===== src/include/servo_param_cfg.svh =====
`ifndef SERVO_PARAM_CFG_SVH
`define SERVO_PARAM_CFG_SVH

// ****************************************************************
// Reset values.
// ****************************************************************
`define MON_SEL_RESET 4'h0
`define MON_RANGE_RESET 32'sd10000
`define MON_OFFSET_RESET 32'sd0
`define PROX_RESET 32'h0
`define NOTCH_FREQ_RESET 16'h0
`define NOTCH_Q_RESET 16'd25
`define SEQ_OPT_RESET 2'h0
`define HOME_MODE_RESET 3'h6
`define STOP_DECEL_RESET 16'h0

// ****************************************************************
// Accepted spans of the parameter values, and the monitor's automatic range and offset.
// ****************************************************************
`define MON_SEL_MAX 32'd8
`define MON_RANGE_AUTO 32'sd10000
`define MON_OFFSET_AUTO 32'sd0
`define MON_RANGE_MIN 32'sd1
`define MON_RANGE_MAX 32'sd100000
`define MON_OFFSET_LIMIT 32'sd32767
`define PROX_MAX 32'd262144000
`define NOTCH_FREQ_MIN 32'd40
`define NOTCH_FREQ_MAX 32'd1000
`define NOTCH_Q_MIN 32'd10
`define NOTCH_Q_MAX 32'd500
`define SEQ_OPT_MAX 32'd2
`define STOP_DECEL_MAX 32'd8000

// ****************************************************************
// Bus voltage scaling, in tenths of a volt.
// ****************************************************************
`define DC_FULL_SCALE 13'd4013
`define DC_RAW_SHIFT 12

// ****************************************************************
// Home return mode codes.
// ****************************************************************
`define HOME_LEAVE 3'h1
`define HOME_LEAVE_Z 3'h3
`define HOME_ENTER_Z 3'h4
`define HOME_ENTER 3'h5
`define HOME_HERE 3'h6
`define HOME_LIMIT_Z 3'h7

`endif


===== src/include/servo_param_pkg.sv =====
package servo_param_pkg;

   typedef enum logic [3:0] {
      P_MON_SEL = 4'h0,
      P_MON_RANGE = 4'h1,
      P_MON_OFFSET = 4'h2,
      P_PROX_A = 4'h3,
      P_PROX_B = 4'h4,
      P_NOTCH1_FREQ = 4'h5,
      P_NOTCH1_Q = 4'h6,
      P_NOTCH2_FREQ = 4'h7,
      P_NOTCH2_Q = 4'h8,
      P_SEQ_OPT = 4'h9,
      P_HOME_MODE = 4'ha,
      P_STOP_DECEL = 4'hb
   } param_id_type;

   typedef enum logic [3:0] {
      H_IDLE = 4'b0001,
      H_SEEK = 4'b0010,
      H_INSIDE = 4'b0100,
      H_ZWAIT = 4'b1000
   } home_state_type;

   typedef enum logic [1:0] {
      S_IDLE = 2'b01,
      S_RUN = 2'b10
   } seq_state_type;

   typedef struct packed {
      logic [3:0] mon_sel;
      logic signed [31:0] mon_range;
      logic signed [31:0] mon_offset;
      logic [31:0] prox_a;
      logic [31:0] prox_b;
      logic [15:0] n1_freq;
      logic [15:0] n1_q;
      logic [15:0] n2_freq;
      logic [15:0] n2_q;
      logic n1_on;
      logic n2_on;
      logic [1:0] seq_opt;
      logic [2:0] home_mode;
      logic [15:0] stop_decel;
      logic [15:0] eff_decel;
      logic wr_err;
      logic [12:0] dc_volt;
      logic signed [15:0] mon_out;
      seq_state_type seq;
      logic [3:0] chan;
      logic chan_start;
      logic stop_pend;
      logic prog_halt;
      logic [7:0] force_mask;
      logic [7:0] force_val;
      logic [7:0] conn_out;
      logic [7:0] fbus_out;
      home_state_type home;
      logic home_move;
      logic home_rev;
      logic home_set;
      logic [2:0] sync1;
      logic [2:0] sync2;
      logic [2:0] prev;
   } core_state_type;

endpackage


===== src/include/proximity_if.sv =====
`timescale 1ns/1ps
`default_nettype none

interface proximity_if #(
   parameter int POS_W = 32
);
   logic signed [POS_W-1:0] position;
   logic signed [POS_W-1:0] target;
   logic [31:0] distance;
   logic active;
   logic near;

   modport cmp (
      input position,
      input target,
      input distance,
      input active,
      output near
   );

   modport core (
      output position,
      output target,
      output distance,
      output active,
      input near
   );
endinterface

`default_nettype wire


===== src/hdl/proximity_cmp.sv =====
`timescale 1ns/1ps
`default_nettype none

module proximity_cmp #(
   parameter int POS_W = 32
) (
   // Clock and reset.
   input wire logic core_clk,
   input wire logic nrst,
   // Comparison operands and result.
   proximity_if.cmp prox
);
   typedef struct packed {
      logic near;
   } prox_state_type;

   prox_state_type state_q;
   prox_state_type state_d;
   logic signed [POS_W:0] diff;
   logic [POS_W:0] mag;

   initial begin
      if (POS_W < 30 || POS_W > 62) begin
         $error("proximity_cmp: POS_W must lie in 30..62");
      end
   end

   always_comb begin
      diff = '0;
      mag = '0;
      state_d = state_q;
      diff = {prox.position[POS_W-1], prox.position} -
             {prox.target[POS_W-1], prox.target};
      mag = diff[POS_W] ? $unsigned(-diff) : $unsigned(diff);
      state_d.near = prox.active &&
                     (mag <= (POS_W+1)'(prox.distance));
   end

   always_ff @(posedge core_clk or negedge nrst) begin
      if (!nrst) begin
         state_q <= '0;
      end else begin
         state_q <= state_d;
      end
   end

   assign prox.near = state_q.near;
endmodule

`default_nettype wire


===== src/hdl/servo_param_monitor_home_seq.sv =====
`timescale 1ns/1ps
`default_nettype none
`include "servo_param_cfg.svh"

module servo_param_monitor_home_seq
   import servo_param_pkg::*;
#(
   parameter int POS_W = 32,
   parameter int CHAN_W = 4
) (
   // Clock and reset.
   input wire logic core_clk,
   input wire logic nrst,
   // Parameter writes.
   input wire logic param_wr,
   input wire servo_param_pkg::param_id_type param_id,
   input wire logic [31:0] param_data,
   output logic param_wr_error,
   // Secondary analog monitor.
   input wire logic [8:0][15:0] monitor_items,
   output logic [3:0] secondary_monitor_select,
   output logic [31:0] secondary_monitor_range,
   output logic [31:0] secondary_monitor_offset,
   output logic [15:0] secondary_analog_out,
   // Bus voltage.
   input wire logic [11:0] dc_bus_raw,
   output logic [12:0] dc_bus_voltage_readout,
   // Positioning and proximity.
   input wire logic positioning_active,
   input wire logic [POS_W-1:0] motor_position,
   input wire logic [POS_W-1:0] target_position,
   output logic proximity_a_out,
   output logic proximity_b_out,
   // Notch filter settings.
   output logic [15:0] primary_notch_freq,
   output logic [15:0] primary_notch_quality,
   output logic primary_notch_on,
   output logic [15:0] secondary_notch_freq,
   output logic [15:0] secondary_notch_quality,
   output logic secondary_notch_on,
   // Program sequencing.
   input wire logic run_start,
   input wire logic [CHAN_W-1:0] channel_select_inputs,
   input wire logic channel_done,
   input wire logic line_busy,
   input wire logic motion_busy,
   input wire logic cycle_stop_cmd,
   output logic program_active,
   output logic [CHAN_W-1:0] program_channel,
   output logic channel_start,
   output logic program_halted,
   // Stop deceleration.
   input wire logic stop_request,
   input wire logic [15:0] move_decel,
   output logic [15:0] stop_decel_applied,
   // Forced outputs.
   input wire logic forced_output_cmd,
   input wire logic [7:0] forced_output_value,
   input wire logic [7:0] forced_output_keep,
   input wire logic forced_output_release,
   input wire logic [7:0] normal_outputs,
   output logic [7:0] control_io_connector,
   output logic [7:0] fieldbus_outputs,
   // Home return.
   input wire logic home_start,
   input wire logic home_sensor_pin,
   input wire logic limit_sensor_pin,
   input wire logic phase_z_pin,
   output logic [2:0] home_return_mode,
   output logic home_busy,
   output logic home_move,
   output logic home_reverse,
   output logic home_set
);
   import servo_param_pkg::*;

   core_state_type state_q;
   core_state_type state_d;
   logic [31:0] wr_val;
   logic wr_ok;
   logic [24:0] dc_prod;
   logic signed [16:0] mon_sum;
   logic hs_level;
   logic lim_level;
   logic z_rise;
   logic [CHAN_W-1:0] next_chan;

   proximity_if #(.POS_W(POS_W)) prox_a_link ();
   proximity_if #(.POS_W(POS_W)) prox_b_link ();

   initial begin
      if (CHAN_W < 1 || CHAN_W > 4) begin
         $error("servo_param_monitor_home_seq: CHAN_W must lie in 1..4");
      end
      if (POS_W < 30 || POS_W > 62) begin
         $error("servo_param_monitor_home_seq: POS_W must lie in 30..62");
      end
   end

   // ****************************************************************
   // Target proximity comparators.
   // ****************************************************************
   assign prox_a_link.position = motor_position;
   assign prox_a_link.target = target_position;
   assign prox_a_link.distance = state_q.prox_a;
   assign prox_a_link.active = positioning_active;
   assign prox_b_link.position = motor_position;
   assign prox_b_link.target = target_position;
   assign prox_b_link.distance = state_q.prox_b;
   assign prox_b_link.active = positioning_active;

   proximity_cmp #(.POS_W(POS_W)) prox_a_cmp (
      .core_clk(core_clk),
      .nrst(nrst),
      .prox(prox_a_link.cmp)
   );

   proximity_cmp #(.POS_W(POS_W)) prox_b_cmp (
      .core_clk(core_clk),
      .nrst(nrst),
      .prox(prox_b_link.cmp)
   );

   // ****************************************************************
   // Range check of a parameter write.
   // ****************************************************************
   always_comb begin
      wr_val = param_data;
      wr_ok = 1'b0;
      unique case (param_id)
         P_MON_SEL: wr_ok = wr_val <= `MON_SEL_MAX;
         P_MON_RANGE: wr_ok = $signed(wr_val) >= `MON_RANGE_MIN &&
                              $signed(wr_val) <= `MON_RANGE_MAX;
         P_MON_OFFSET: wr_ok = $signed(wr_val) >= -`MON_OFFSET_LIMIT &&
                               $signed(wr_val) <= `MON_OFFSET_LIMIT;
         P_PROX_A, P_PROX_B: wr_ok = wr_val <= `PROX_MAX;
         P_NOTCH1_FREQ, P_NOTCH2_FREQ: wr_ok = wr_val == 32'h0 ||
            (wr_val >= `NOTCH_FREQ_MIN && wr_val <= `NOTCH_FREQ_MAX);
         P_NOTCH1_Q, P_NOTCH2_Q: wr_ok = wr_val >= `NOTCH_Q_MIN &&
                                         wr_val <= `NOTCH_Q_MAX;
         P_SEQ_OPT: wr_ok = wr_val <= `SEQ_OPT_MAX;
         P_HOME_MODE: wr_ok = wr_val == 32'(`HOME_LEAVE) ||
                              wr_val == 32'(`HOME_LEAVE_Z) ||
                              wr_val == 32'(`HOME_ENTER_Z) ||
                              wr_val == 32'(`HOME_ENTER) ||
                              wr_val == 32'(`HOME_HERE) ||
                              wr_val == 32'(`HOME_LIMIT_Z);
         P_STOP_DECEL: wr_ok = wr_val <= `STOP_DECEL_MAX;
         default: wr_ok = 1'b0;
      endcase
   end

   assign hs_level = state_q.sync2[0];
   assign lim_level = state_q.sync2[1];
   assign z_rise = state_q.sync2[2] & ~state_q.prev[2];
   assign next_chan = state_q.chan[CHAN_W-1:0] + CHAN_W'(1);
   assign dc_prod = 25'(dc_bus_raw) * 25'(`DC_FULL_SCALE);
   assign mon_sum = 17'(signed'(monitor_items[state_q.mon_sel])) +
                    17'(signed'(state_q.mon_offset[15:0]));

   // ****************************************************************
   // Next state.
   // ****************************************************************
   always_comb begin
      state_d = state_q;
      state_d.wr_err = 1'b0;
      state_d.chan_start = 1'b0;
      state_d.prog_halt = 1'b0;
      state_d.home_set = 1'b0;

      // Parameter writes; a refused value leaves the setting alone.
      if (param_wr) begin
         if (!wr_ok) begin
            state_d.wr_err = 1'b1;
         end else begin
            unique case (param_id)
               P_MON_SEL: begin
                  state_d.mon_sel = wr_val[3:0];
                  if (wr_val[3:0] != state_q.mon_sel) begin
                     state_d.mon_range = `MON_RANGE_AUTO;
                     state_d.mon_offset = `MON_OFFSET_AUTO;
                  end
               end
               P_MON_RANGE: state_d.mon_range = wr_val;
               P_MON_OFFSET: state_d.mon_offset = wr_val;
               P_PROX_A: state_d.prox_a = wr_val;
               P_PROX_B: state_d.prox_b = wr_val;
               P_NOTCH1_FREQ: state_d.n1_freq = wr_val[15:0];
               P_NOTCH1_Q: state_d.n1_q = wr_val[15:0];
               P_NOTCH2_FREQ: state_d.n2_freq = wr_val[15:0];
               P_NOTCH2_Q: state_d.n2_q = wr_val[15:0];
               P_SEQ_OPT: state_d.seq_opt = wr_val[1:0];
               P_HOME_MODE: state_d.home_mode = wr_val[2:0];
               P_STOP_DECEL: state_d.stop_decel = wr_val[15:0];
               default: state_d.wr_err = 1'b1;
            endcase
         end
      end
      state_d.n1_on = state_q.n1_freq != 16'h0;
      state_d.n2_on = state_q.n2_freq != 16'h0;

      // Monitor output saturates to the sixteen-bit output code.
      if (mon_sum > 17'sh07fff) begin
         state_d.mon_out = 16'sh7fff;
      end else if (mon_sum < -17'sh08000) begin
         state_d.mon_out = -16'sh8000;
      end else begin
         state_d.mon_out = mon_sum[15:0];
      end

      // Bus voltage in tenths of a volt, clipped at full scale.
      state_d.dc_volt = dc_prod[24:`DC_RAW_SHIFT];
      if (dc_prod[24:`DC_RAW_SHIFT] > `DC_FULL_SCALE) begin
         state_d.dc_volt = `DC_FULL_SCALE;
      end

      // Stop deceleration: the larger of stop_decel and the move's own value.
      if (state_q.stop_decel > move_decel) begin
         state_d.eff_decel = state_q.stop_decel;
      end else begin
         state_d.eff_decel = move_decel;
      end

      // Forced outputs; a kept digit leaves that port as it was.
      if (forced_output_release) begin
         state_d.force_mask = 8'h00;
      end
      if (forced_output_cmd) begin
         for (int i = 0; i < 8; i++) begin
            if (!forced_output_keep[i]) begin
               state_d.force_mask[i] = 1'b1;
               state_d.force_val[i] = forced_output_value[i];
            end
         end
      end
      state_d.conn_out = (state_q.force_mask & state_q.force_val) |
                         (~state_q.force_mask & normal_outputs);
      state_d.fbus_out = state_d.conn_out;

      // Program sequencer.
      state_d.stop_pend = (state_q.stop_pend && state_q.seq == S_RUN) ||
                          cycle_stop_cmd;
      unique case (state_q.seq)
         S_IDLE: begin
            state_d.stop_pend = 1'b0;
            if (run_start) begin
               state_d.seq = S_RUN;
               state_d.chan_start = 1'b1;
               if (state_q.seq_opt == 2'h1) begin
                  state_d.chan = 4'(next_chan);
               end else begin
                  state_d.chan = 4'(channel_select_inputs);
               end
            end
         end
         S_RUN: begin
            if (state_q.stop_pend && !line_busy && !motion_busy) begin
               state_d.seq = S_IDLE;
               state_d.prog_halt = 1'b1;
               state_d.stop_pend = 1'b0;
            end else if (channel_done) begin
               if (state_q.seq_opt == 2'h2 && !state_q.stop_pend) begin
                  state_d.chan = 4'(next_chan);
                  state_d.chan_start = 1'b1;
               end else begin
                  state_d.seq = S_IDLE;
                  state_d.prog_halt = 1'b1;
                  state_d.stop_pend = 1'b0;
               end
            end
         end
      endcase

      // Sensor synchronisers: sync1 is read only by sync2.
      state_d.sync1 = {phase_z_pin, limit_sensor_pin, home_sensor_pin};
      state_d.sync2 = state_q.sync1;
      state_d.prev = state_q.sync2;

      // Home return.
      unique case (state_q.home)
         H_IDLE: begin
            if (home_start) begin
               if (state_q.home_mode == `HOME_HERE) begin
                  state_d.home_set = 1'b1;
               end else begin
                  state_d.home = H_SEEK;
                  state_d.home_move = 1'b1;
                  state_d.home_rev = 1'b0;
               end
            end
         end
         H_SEEK: begin
            if (state_q.home_mode == `HOME_LIMIT_Z) begin
               if (lim_level) begin
                  state_d.home_rev = 1'b1;
                  state_d.home = H_ZWAIT;
               end
            end else if (hs_level) begin
               if (state_q.home_mode == `HOME_ENTER) begin
                  state_d.home_set = 1'b1;
                  state_d.home_move = 1'b0;
                  state_d.home = H_IDLE;
               end else if (state_q.home_mode == `HOME_ENTER_Z) begin
                  state_d.home = H_ZWAIT;
               end else begin
                  state_d.home = H_INSIDE;
               end
            end
         end
         H_INSIDE: begin
            if (!hs_level) begin
               if (state_q.home_mode == `HOME_LEAVE) begin
                  state_d.home_set = 1'b1;
                  state_d.home_move = 1'b0;
                  state_d.home = H_IDLE;
               end else begin
                  state_d.home = H_ZWAIT;
               end
            end
         end
         H_ZWAIT: begin
            if (z_rise) begin
               state_d.home_set = 1'b1;
               state_d.home_move = 1'b0;
               state_d.home_rev = 1'b0;
               state_d.home = H_IDLE;
            end
         end
      endcase
      if (stop_request && state_q.home != H_IDLE) begin
         state_d.home = H_IDLE;
         state_d.home_move = 1'b0;
         state_d.home_rev = 1'b0;
         state_d.home_set = 1'b0;
      end
   end

   // ****************************************************************
   // State register.
   // ****************************************************************
   always_ff @(posedge core_clk or negedge nrst) begin
      if (!nrst) begin
         state_q <= '0;
         state_q.mon_sel <= `MON_SEL_RESET;
         state_q.mon_range <= `MON_RANGE_RESET;
         state_q.mon_offset <= `MON_OFFSET_RESET;
         state_q.prox_a <= `PROX_RESET;
         state_q.prox_b <= `PROX_RESET;
         state_q.n1_freq <= `NOTCH_FREQ_RESET;
         state_q.n1_q <= `NOTCH_Q_RESET;
         state_q.n2_freq <= `NOTCH_FREQ_RESET;
         state_q.n2_q <= `NOTCH_Q_RESET;
         state_q.seq_opt <= `SEQ_OPT_RESET;
         state_q.home_mode <= `HOME_MODE_RESET;
         state_q.stop_decel <= `STOP_DECEL_RESET;
         state_q.seq <= S_IDLE;
         state_q.home <= H_IDLE;
      end else begin
         state_q <= state_d;
      end
   end

   // ****************************************************************
   // Outputs.
   // ****************************************************************
   assign param_wr_error = state_q.wr_err;
   assign secondary_monitor_select = state_q.mon_sel;
   assign secondary_monitor_range = state_q.mon_range;
   assign secondary_monitor_offset = state_q.mon_offset;
   assign secondary_analog_out = state_q.mon_out;
   assign dc_bus_voltage_readout = state_q.dc_volt;
   assign proximity_a_out = prox_a_link.near;
   assign proximity_b_out = prox_b_link.near;
   assign primary_notch_freq = state_q.n1_freq;
   assign primary_notch_quality = state_q.n1_q;
   assign primary_notch_on = state_q.n1_on;
   assign secondary_notch_freq = state_q.n2_freq;
   assign secondary_notch_quality = state_q.n2_q;
   assign secondary_notch_on = state_q.n2_on;
   assign program_active = state_q.seq == S_RUN;
   assign program_channel = state_q.chan[CHAN_W-1:0];
   assign channel_start = state_q.chan_start;
   assign program_halted = state_q.prog_halt;
   assign stop_decel_applied = state_q.eff_decel;
   assign control_io_connector = state_q.conn_out;
   assign fieldbus_outputs = state_q.fbus_out;
   assign home_return_mode = state_q.home_mode;
   assign home_busy = state_q.home != H_IDLE;
   assign home_move = state_q.home_move;
   assign home_reverse = state_q.home_rev;
   assign home_set = state_q.home_set;
endmodule

`default_nettype wire


===== config.mk =====
export PLATFORM = sky130hd
export DESIGN_NAME = servo_param_monitor_home_seq
export DESIGN_NICKNAME = d
export VERILOG_FILES = /design/src/include/servo_param_pkg.sv /design/src/include/proximity_if.sv /design/src/hdl/proximity_cmp.sv /design/src/hdl/servo_param_monitor_home_seq.sv
export VERILOG_INCLUDE_DIRS = /design/src /design/src/include
export SDC_FILE = /design/constraint.sdc
export NUM_CORES = 1
export LEC_CHECK = 0
export BUFFER_PORTS_ARGS = -buffer_cell sky130_fd_sc_hd__clkbuf_2
export CAP_MARGIN = 20
export CORE_UTILIZATION = 40
export CTS_BUF_LIST = sky130_fd_sc_hd__clkbuf_4 sky130_fd_sc_hd__clkbuf_8
export CTS_CLUSTER_SIZE = 12
export DETAILED_ROUTE_END_ITERATION = 10
export PLACE_DENSITY_LB_ADDON = 0.1
export SYNTH_ARGS = -nofsm -noshare
export SYNTH_HDL_FRONTEND = slang
export SYNTH_SLANG_ARGS = --single-unit

===== constraint.sdc =====
create_clock -name core_clk -period 5.6 [get_ports core_clk]
set_input_delay 1.12 -clock core_clk [delete_from_list [all_inputs] [get_ports core_clk]]
set_output_delay 1.12 -clock core_clk [all_outputs]
set_load 0.05 [all_outputs]

==> results.yml, run 1 <==
clock_tree:
  cts_sinks: 313
  post_cts_resized: 0
  clk_latency_ps: 650
  cts_made_buffers: 56
  clock_path_buffers: 3
  hold_buffers: 0
  cts_tree: "yes"
  cts.clk_slew.worst_paths_ps: 50
  root_buffer: "clkbuf_8"
  h-tree-depth: 2
  cts_setup_buffers: 0
power:
  power.total_mw: 9.42
  seqPwrFrac_pct: 27.0
  comb_power_share_pct: 47.8
  irDropWorstVdd_v: 0.000346
  p_clk_share_pct: 25.2
  power_leakage_nw: 14.8
  p_switching_mw: 3.57
  p_int_mw: 5.85
  power_density_nw_per_um2: 330
  p_sw_share_pct: 37.9
grt:
  antenna_found_initial: 5
  grt_usage_pct: 24.3
  grt-ovfl-total: 0
  grt_max_degree: 115
  grt_pass1_vias: 19600
  grt_pass1_wl_mm: 113
route:
  finalWirelength_mm: 72.8
  met1_length_mm: 30.4
  vias_per_cell: 5.11
  top_layer_used: "met5"
  met3_length_mm: 3.80
  drc: 0
  vias: 19300
  avgRoutedWirePerCell_um: 19.3
  wl_met2_mm: 36.0
  ant_nets: 0
  drtPass1Iterations: 7
  drt-initial-drc-count: 745
sta:
  fin_hold_ws_ps: 349
  drv_slew: 0
  setup_viol_count_final: 0
  setup_slack_ps: 262
  worstMarginPinSlew_ps: 991
  period_share_pct: 95.3
  slew_headroom_pct: 33.9
  fmaxAchievable_ghz: 0.187
  fin_skew_ps: 32.9
  timing.final.crit_period_ps: 5340
  finalHoldViolCount: 0
yosys:
  ys.flop_type: "dfrtp_1"
  synth_nets: 3001
  ys_seq_elements: 313
  synth_edf_count: 0
  syn_area_per_cell_um2: 9.70
  ys_warn_count: 0
  synth_seq_area_share_pct: 33.5
  synthArstFlopShare_pct: 100
  synthCells: 2417
  yosysUniqueCellTypes: 84
  mappedNetlistArea_um2: 23400
worst_setup_path:
  cp-end-kind: "register"
  crit_required_ps: 6090
  r2r_start: "secondary_monitor_select[0]$_DFFE_PN0P_"
  startpoint: "dc_bus_raw[3]"
  critPathMaxFanout: 3
  worst-setup-path-type: "input pin to register"
  cp.arrival_ps: 5830
  crit_path_start_kind: "input pin"
layout:
  areaGrowthSynthToFinish_pct: 21.8
  drive_above_1_share_pct: 37.2
  final_cells: 3770
  design_area_um2: 28500
  nNetsFinal: 3540
floorplan:
  die_w_um: 244
  row_count: 88
  start_util_pct: 40.6
  core_area_um2: 57800
  dieArea_um2: 59600
  ios: 528
  die_h_um: 244
hold_path:
  min_from: "state_d[3]$_DFF_PN0_"
  hp-class: "register to register"
run_status:
  status: "finished clean"
placed_design:
  place_hpwl_mm: 59.0
  preCtsSetupSlack_ps: -475
  dp_cells: 3663
  dpl-instance-area_um2: 27300
  routabilityCongestion: 0.881
  port_buffers: 526
run:
  max-cap-violations: 0
-- synth_stat cells, drive strengths merged (7+ instances only) --
master   instances  area [um2]
mux2i           21         210
o21a            18         135
nor2b           73         457
nand2b          18         113
o21ai          141         709
mux4            32         721
nor4            22         138
inv            260         976
clkbuf          74         278
dfstp           15         394
o2111ai          7        61.3
fa              65        1300
a21o            56         420
xnor2           53         464
or4             14         109
a21oi           95         479
ha             203        2540
nor3            28         145
a211oi           8        60.1
dfrtp          298        7460
or3b             7        61.3
or2              9        56.3
mux2           118        1330
nand3           28         140
or3             15        93.8
buf            214        1570
nand4           34         213
and3            10        62.6
xor2            23         201
o21bai           9        67.6
a31oi           18         113
a31o            14         123
nand2          173         649
o31ai           12        90.1
o211ai          16         120
nor2            97         364
and2            18         115
o22ai            9        56.3
-- worst paths after layout --
kind                                                                  to  slack [ps]  depth (start not counted)
min in group asynchronous       secondary_monitor_offset[24]$_DFFE_PN0P_         510                          1
worst max register to register         secondary_analog_out[7]$_DFF_PN0_         960                         17
max in group asynchronous        secondary_notch_quality[10]$_DFFE_PN0P_        3950                          2
worst min register to register                        hs_level$_DFF_PN0_         350                          0
worst min-delay path                                  hs_level$_DFF_PN0_         350                          0
worst max-delay path                dc_bus_voltage_readout[11]$_DFF_PN0_         260                         20
-- metal layers --
layer,up-vias,GRT usage [%]
li1,9284,-
met1,9374,29.7
met2,495,42.4
met3,103,4.40
met4,4,9.04
met5,-,0
-- cell families after synthesis --
logic type               synth area share, %
other                                 0.0160
multiplexers                            9.64
flip-flops                              33.5
XOR/XNOR                                2.84
buffers and inverters                   12.0
adder cells (fa/ha/maj)                 16.4
AO/OA/AOI/OAI                           13.2
AND/OR/NAND/NOR                         12.3
-- flip-flops by register name, summed over array words and instances, names as in the netlist, 3 cells and up --
register,cells
secondary_analog_out,16
secondary_notch_quality,16
stop_decel_applied,16
state_q,42
primary_notch_quality,16
state_d,4
primary_notch_freq,16
secondary_notch_freq,16
program_channel,4
prox_a_link.distance,32
secondary_monitor_offset,32
prox_b_link.distance,32
home_return_mode,3
secondary_monitor_select,4
dc_bus_voltage_readout,12
fieldbus_outputs,8
secondary_monitor_range,32
-- layout make-up --
cell class,instances,area (um2)
Clock buffer,84,1050
Multi-Input combinational cell,1556,13000
Tap cell,765,957
Inverter,260,982
Timing Repair Buffer,769,4520
Fill cell,5545,29300
Antenna cell,3,7.51
Clock inverter,20,190
Sequential cell,313,7850
-- power groups by stage --
stage                     sequential, mW  clock [mW]  combinational (mW)
after floorplan                     2.54           0                3.01
after global placement              2.58           0                4.48
after detailed placement            2.58           0                4.52
after CTS                           2.54        2.46                4.55
after global routing                2.55        2.56                5.09
final                               2.54        2.38                4.51
-- worst max-delay path, cell delays in order --
cell and delay, ps:
clkbuf_2 110, clkinvlp_4 140, fa_1 520, fa_1 510, inv_1 60, fa_1 410
inv_1 90, fa_1 420, fa_1 550, inv_1 40, ha_2 180, a21oi_1 120
o21bai_1 100, a21oi_1 260, o211ai_1 170, and2_1 170, o41a_1 460, a21oi_2 150
o21bai_1 100, xor2_1 150
-- stage by stage --
step,setup TNS (ps),util [%]
after floorplan,-1.34,-
after global placement,-2340,47.2
after detailed placement,-2930,47.2
after CTS,0,49.3
after global routing,-19.0,49.4
final,0,49.4
-- cells in the final DEF (no fill, tap or decap), types with 32 or more instances in the layout --
| cell type | count |
|---|---|
| buf_4 | 239 |
| clkbuf_8 | 67 |
| a21o_1 | 56 |
| mux4_2 | 32 |
| clkbuf_2 | 525 |
| dfrtp_1 | 297 |
| ha_1 | 196 |
| o21ai_0 | 134 |
| nand4_1 | 34 |
| nand2_1 | 173 |
| nor2_1 | 95 |
| fa_1 | 64 |
| xnor2_1 | 52 |
| nor2b_1 | 73 |
| a21oi_1 | 92 |
| inv_1 | 255 |
| mux2_2 | 118 |
(Power assumes the default switching activity.)
==> run 2, diff against run 1 <==
--- a/config.mk
+++ b/config.mk
@@ -12,6 +12,7 @@
 export CTS_BUF_LIST = sky130_fd_sc_hd__clkbuf_4 sky130_fd_sc_hd__clkbuf_8
 export CTS_CLUSTER_SIZE = 12
 export DETAILED_ROUTE_END_ITERATION = 10
+export GPL_TIMING_DRIVEN = 0
 export PLACE_DENSITY_LB_ADDON = 0.1
 export SYNTH_ARGS = -nofsm -noshare
 export SYNTH_HDL_FRONTEND = slang
==> run 2 against run 1 <==
The flow now finishes with violations (negative setup slack). Largest power group unchanged. Via count increased by 0.97%. Sequential power shrank 2%. Design area rose by 0.37%. Wire length rose by 3.0%. Final cell count up 1.1%. Worst setup slack worse by 310 ps. Sequential share of layout area decreased by 0.097 points. Combinational power shrank 9.5%. Global-route usage is 0.50 points higher. Count of clock-buffer cells in the layout up 3. Sequential cell count is the same.
==> results.yml, run 2 (same netlist as run 1, synthesis figures left out) <==
route:
  drt-initial-drc-count: 916
  vias: 19400
  ant_nets: 0
  finalWirelength_mm: 75.0
  avgRoutedWirePerCell_um: 19.7
  drc: 0
  drtPass1Iterations: 5
  vias_per_cell: 5.10
layout:
  nNetsFinal: 3579
  largest-register: "state_q"
  most-common-layout-cells: "524 x clkbuf_2, 296 x dfrtp_1, 254 x inv_1"
  fill_cells: 5489
  design_area_um2: 28700
  areaGrowthSynthToFinish_pct: 22.2
  drive_above_1_share_pct: 36.3
  largest_register_ffs: 42
  multi_input_area_um2: 13100
  final_common_cell: "clkbuf_2"
  regArea_um2: 7850
floorplan:
  start_util_pct: 40.6
  ios: 528
  die_w_um: 244
  row_count: 88
  die_h_um: 244
  core_area_um2: 57800
  dieArea_um2: 59600
sta:
  period_share_pct: 101
  fin_hold_ws_ps: 350
  rsz0062_at_grt: "yes"
  final.setup.tns_ps: -47.2
  slew_headroom_pct: 28.0
  worstMarginPinSlew_ps: 1080
  setup_viol_count_final: 1
  drv_slew: 0
  fmaxAchievable_ghz: 0.177
  finalHoldViolCount: 0
  fin_skew_ps: 26.8
  timing.final.crit_period_ps: 5650
  setup_slack_ps: -47.2
worst_setup_path:
  crit_chain: "clkbuf_2 > inv_4 > ha_4 > and2_4 > or4_4 > buf_6 > o211a_4 > or3_1 > and2_4 > or4_1 > buf_2 > o21ai_1 > xor2_1 > ha_1 > a21o_1 > a21o_1 > a211oi_2 > o31ai_1 > a2111oi_1 > or3_1 > a21oi_1 > o31ai_2 > o311a_1"
  cp-end-kind: "register"
  critPathSlowestCell: "or4_1"
  critPathMaxStageDelay_ps: 500
  cp.arrival_ps: 6200
  crit_path_start_kind: "input pin"
  crit_required_ps: 6160
  worst-setup-path-type: "input pin to register"
  worstRegToRegCells: 16
  critPathMaxFanout: 9
clock_tree:
  clk_latency_ps: 630
  cts_tree: "yes"
  clock_path_buffers: 3
  cts_sinks: 313
  cts_made_buffers: 52
  root_buffer: "clkbuf_8"
  h-tree-depth: 2
  hold_buffers: 0
  cts.clk_slew.worst_paths_ps: 60
grt:
  antenna_found_initial: 15
  grt_pass1_wl_mm: 114
  grt_pass1_vias: 19900
  grt_usage_pct: 24.8
  grt_max_degree: 111
  grt-ovfl-total: 0
power:
  irDropWorstVdd_v: 0.000283
  power_leakage_nw: 14.9
  power_density_nw_per_um2: 310
hold_path:
  worst_hold_path.num_cells: 0
  hp-class: "register to register"
placed_design:
  dpl-instance-area_um2: 27200
  port_buffers: 520
  routabilityCongestion: 0.893
  place_hpwl_mm: 61.1
run:
  max-cap-violations: 0
run_status:
  status: "finished, violations left"
  violations: "negative setup slack"
==> run 2: power by group <==
group / internal [mW] / switching, mW / leakage (nW) / total [mW]
Sequential: 2.43 / 0.0664 / 3.93 / 2.49
Combinational: 1.68 / 2.40 / 10.3 / 4.08
Clock: 1.35 / 0.965 / 0.641 / 2.32
Total: 5.46 / 3.43 / 14.9 / 8.89
==> run 2: repair_timing <==
action / 4_1_cts / 5_1_grt
gates cloned: 0 / 1
pin swaps: 4 / 11
setup endpoints to repair: 17 / 24
resized for setup: 17 / 36
buffers inserted: 3 / 3
==> run 2: path summary, 6_finish.rpt <==
| kind | slack (ps) | from | endpoint |
|---|---|---|---|
| max in group asynchronous | 3890 | nrst | secondary_monitor_select[1]$_DFFE_PN0P_ |
| hold reg to reg | 350 | state_d[3]$_DFF_PN0_ | hs_level$_DFF_PN0_ |
| hold / removal | 350 | state_d[3]$_DFF_PN0_ | hs_level$_DFF_PN0_ |
| setup / recovery | -50 | target_position[7] | prox_a_cmp.prox.near$_DFF_PN0_ |
| setup reg to reg | 300 | secondary_monitor_select[0]$_DFFE_PN0P_ | secondary_analog_out[8]$_DFF_PN0_ |
| min in group asynchronous | 550 | nrst | secondary_monitor_offset[25]$_DFFE_PN0P_ |
==> run 2: area by class of cell <==
| type | instances | area share, % |
|---|---|---|
| antenna | 10 | 0.0873 |
| buffer | 282 | 6.44 |
| timing repair buffer | 529 | 9.50 |
| inverter | 260 | 3.43 |
| tap | 765 | 3.34 |
| sequential | 313 | 27.4 |
| clock inverter | 8 | 0.402 |
| clock buffer | 87 | 3.79 |
| multi-input combinational | 1557 | 45.6 |
==> run 2: per-layer routing <==
layer / wire (um) / global-route usage (%)
met5: 64 / 0
met4: 2120 / 7.63
met3: 4130 / 4.62
met2: 38200 / 45.2
met1: 30400 / 29.2
==> run 2: worst max-delay path: cells and delay by family <==
family / cells / cell delay [ps]
adder cells (fa/ha/maj): 2 / 540
XOR/XNOR: 1 / 310
AO/OA/AOI/OAI: 10 / 1900
AND/OR/NAND/NOR: 6 / 1840
buffers and inverters: 4 / 480
==> run 2: through the flow <==
step	setup WS, ps	instances	total power, mW	utilization (%)
finish	-47.2	3811	8.89	49.6
global route	-277	3805	9.54	49.5
detailed placement	-1210	3704	6.56	47.1
global placement	-3460	3702	6.48	47.0
CTS	9.03	3797	8.94	49.3
floorplan	-1.34	2417	5.56	-
==> run 3, diff against run 2 <==
--- a/config.mk
+++ b/config.mk
@@ -16,4 +16,5 @@
 export PLACE_DENSITY_LB_ADDON = 0.1
 export SYNTH_ARGS = -nofsm -noshare
 export SYNTH_HDL_FRONTEND = slang
+export SYNTH_HIERARCHICAL = 1
 export SYNTH_SLANG_ARGS = --single-unit
==> run 3 against run 2 <==
The run now ends clean. Critical path type unchanged. Sequential share of layout area shrank 2.5 points. Critical endpoint is now dc_bus_voltage_readout[1]$_DFF_PN0_. Worst setup slack gained 150 ps. Wire length grew 14%. Clock skew grew 46 ps. Synthesized area grew 12%. Sequential power is essentially flat. Non-clock buffer count grew 3. Final cell count grew 12%. First-iteration DRC count grew 16%.
==> results.yml, run 3 <==
worst_setup_path:
  crit_path_start_kind: "input pin"
  crit_required_ps: 6110
  rrSetupSlack_ps: 340
  cp-end-kind: "register"
  worstRegToRegCells: 15
  cp.arrival_ps: 6000
  critPathMaxFanout: 7
  worst-setup-path-type: "input pin to register"
  r2r_start: "secondary_monitor_select[0]$_DFFE_PN0P_"
  r2r_end: "secondary_analog_out[5]$_DFF_PN0_"
power:
  p_sw_share_pct: 41.1
  seqPwrFrac_pct: 24.7
  p_clk_share_pct: 21.8
  power_density_nw_per_um2: 322
  p_switching_mw: 4.18
  p_int_mw: 5.97
  comb_power_share_pct: 53.5
  power.total_mw: 10.1
  irDropWorstVdd_v: 0.000367
  power_leakage_nw: 15.8
placed_design:
  place_hpwl_mm: 70.3
  port_buffers: 518
  routabilityCongestion: 0.937
  preCtsSetupSlack_ps: -922
yosys:
  yosys.area.top_type: "dfrtp_1"
  synth_common_cells: "298 x dfrtp_1, 293 x inv_1, 236 x ha_1, 200 x buf_4, 178 x a21oi_1"
  synth_most_common_cell: "dfrtp_1"
  ys.flop_type: "dfrtp_1"
  synth_nets: 3405
  synthCells: 2787
  synth_seq_area_share_pct: 29.9
  mappedNetlistArea_um2: 26300
  synth_edf_count: 0
  ys_seq_elements: 313
  synthArstFlopShare_pct: 100
  netlist.area_leader.share_pct: 28.4
  ys_warn_count: 6
  ys_top_cells_by_area: "dfrtp_1 28%, ha_1 11%, mux2_2 5.8%"
  syn_area_per_cell_um2: 9.43
  yosysUniqueCellTypes: 92
floorplan:
  dieArea_um2: 66700
  core_area_um2: 64700
  start_util_pct: 40.6
  ios: 528
  die_w_um: 258
  die_h_um: 258
  row_count: 93
layout:
  drive_above_1_share_pct: 33.1
  regArea_um2: 7850
  largest-register: "state_q"
  largest_register_ffs: 42
  areaGrowthSynthToFinish_pct: 20.0
  fill_cells: 6262
  final_common_cell: "clkbuf_2"
  multi_input_area_um2: 15700
  nNetsFinal: 3987
  most-common-layout-cells: "513 x clkbuf_2, 297 x dfrtp_1, 286 x inv_1"
sta:
  finalHoldViolCount: 0
  setup_viol_count_final: 0
  slew_headroom_pct: 25.1
  fin_skew_ps: 72.8
  rsz0062_at_grt: "yes"
  timing.final.crit_period_ps: 5490
  period_share_pct: 98.1
  worstMarginPinSlew_ps: 1110
  fmaxAchievable_ghz: 0.182
  setup_slack_ps: 106
  drv_slew: 0
clock_tree:
  root_buffer: "clkbuf_8"
  cts_made_buffers: 52
  cts_tree: "yes"
  clk_latency_ps: 660
  h-tree-depth: 2
  hold_buffers: 0
  clock_path_buffers: 3
  cts_sinks: 313
  cts.clk_slew.worst_paths_ps: 60
route:
  drt-initial-drc-count: 1061
  finalWirelength_mm: 85.3
  avgRoutedWirePerCell_um: 20.0
  vias_per_cell: 5.29
  vias: 22500
  drc: 0
  drtPass1Iterations: 5
  ant_nets: 0
grt:
  antenna_found_initial: 5
  grt_pass1_wl_mm: 130
  grt-ovfl-total: 0
  grt_pass1_vias: 22400
  grt_usage_pct: 25.0
  grt_max_degree: 111
run:
  max-cap-violations: 0
hold_path:
  worst_hold_path.num_cells: 0
  min_from: "state_d[5]$_DFF_PN0_"
  hp-class: "register to register"
  min_to: "state_d[2]$_DFF_PN0_"
run_status:
  status: "finished clean"
==> run 3: cell count changes in the layout (fill, tap and decap cells not counted), moves of 21 or more <==
cell and delta:
ha_1 +34, nor2b_1 -21, nor2_1 +53, xor2_1 +21, xnor2_1 +34, inv_1 +32
a22o_1 +40, a21oi_1 +86, and2_1 +22
==> run 3: layout make-up <==
cell class	count	share of cell area (%)
flip-flops and latches	313	24.9
well taps	855	3.39
repair buffers	531	8.77
plain buffers	283	5.94
inverters	293	3.50
multi-input cells	1895	49.9
clock inverters	9	0.468
clock buffers	77	3.06
diodes	3	0.0238
==> run 3: worst max-delay path by stage <==
stage,start,end,slack (ps)
global placement,nrst,dc_bus_voltage_readout[10]$_DFF_PN0_,-3310
floorplan,dc_bus_raw[3],dc_bus_voltage_readout[1]$_DFF_PN0_,-250
detailed placement,dc_bus_raw[3],dc_bus_voltage_readout[5]$_DFF_PN0_,-920
CTS,dc_bus_raw[3],dc_bus_voltage_readout[1]$_DFF_PN0_,9
finish,dc_bus_raw[3],dc_bus_voltage_readout[1]$_DFF_PN0_,110
global route,target_position[7],prox_b_cmp/prox.near$_DFF_PN0_,-80
==> run 3: per-stage QoR <==
stage                     setup TNS (ps)  instances  hold slack (ps)  area (um2)  util, %
after floorplan                     -989       2787              331       26400        -
after global placement           -992970       4160              338       30000     46.4
after detailed placement          -14490       4162              338       30100     46.5
after CTS                              0       4248              352       31300     48.3
after global routing               -84.8       4258              355       31500     48.7
final                                  0       4259              351       31500     48.7
==> run 3: routing by layer <==
metal / GRT usage, % / wire length, um / up-vias
li1: - / - / 10700
met1: 33.1 / 37900 / 11000
met2: 43.0 / 41300 / 681
met3: 3.02 / 4180 / 111
met4: 6.48 / 1900 / 4
met5: 0 / 34 / -
==> run 3: kinds of logic (layout without fill, tap and decap cells) <==
group | count (synthesis) | in the layout | share of synthesized area, %
flops | 313 | 313 | 29.9
other cells | 1 | 4 | 0.0143
buf+inv | 579 | 1193 | 11.3
mux | 188 | 188 | 9.34
simple gates | 676 | 676 | 13.8
compound gates | 594 | 594 | 14.9
xor+xnor | 132 | 132 | 4.40
fa+ha+maj | 304 | 304 | 16.3
==> run 3: power by group through the flow <==
stage	registers, mW	clock network, mW	logic [mW]
final	2.51	2.21	5.43
after global routing	2.52	2.38	6.03
after floorplan	2.57	0	3.80
after detailed placement	2.55	0	5.03
after CTS	2.51	2.29	5.11
after global placement	2.54	0	4.92
==> run 3: worst max-delay path, cell delays in order <==
cell,delay (ps)
buf_8,100
clkinvlp_4,120
buf_6,140
fa_1,510
fa_1,420
fa_1,460
fa_1,510
fa_1,500
inv_1,60
ha_4,260
and3_4,150
a31oi_1,200
nand2_2,130
o31ai_4,220
xor2_2,100
or4_4,510
buf_6,140
o311a_1,330
==> run 3: what timing repair did <==
item / CTS / global route
pin swaps: 2 / 18
resized for setup: 10 / 64
setup buffers: 1 / 9
setup endpoints to repair: 21 / 19
cloned: 0 / 0
hold endpoints to repair: 0 / 0
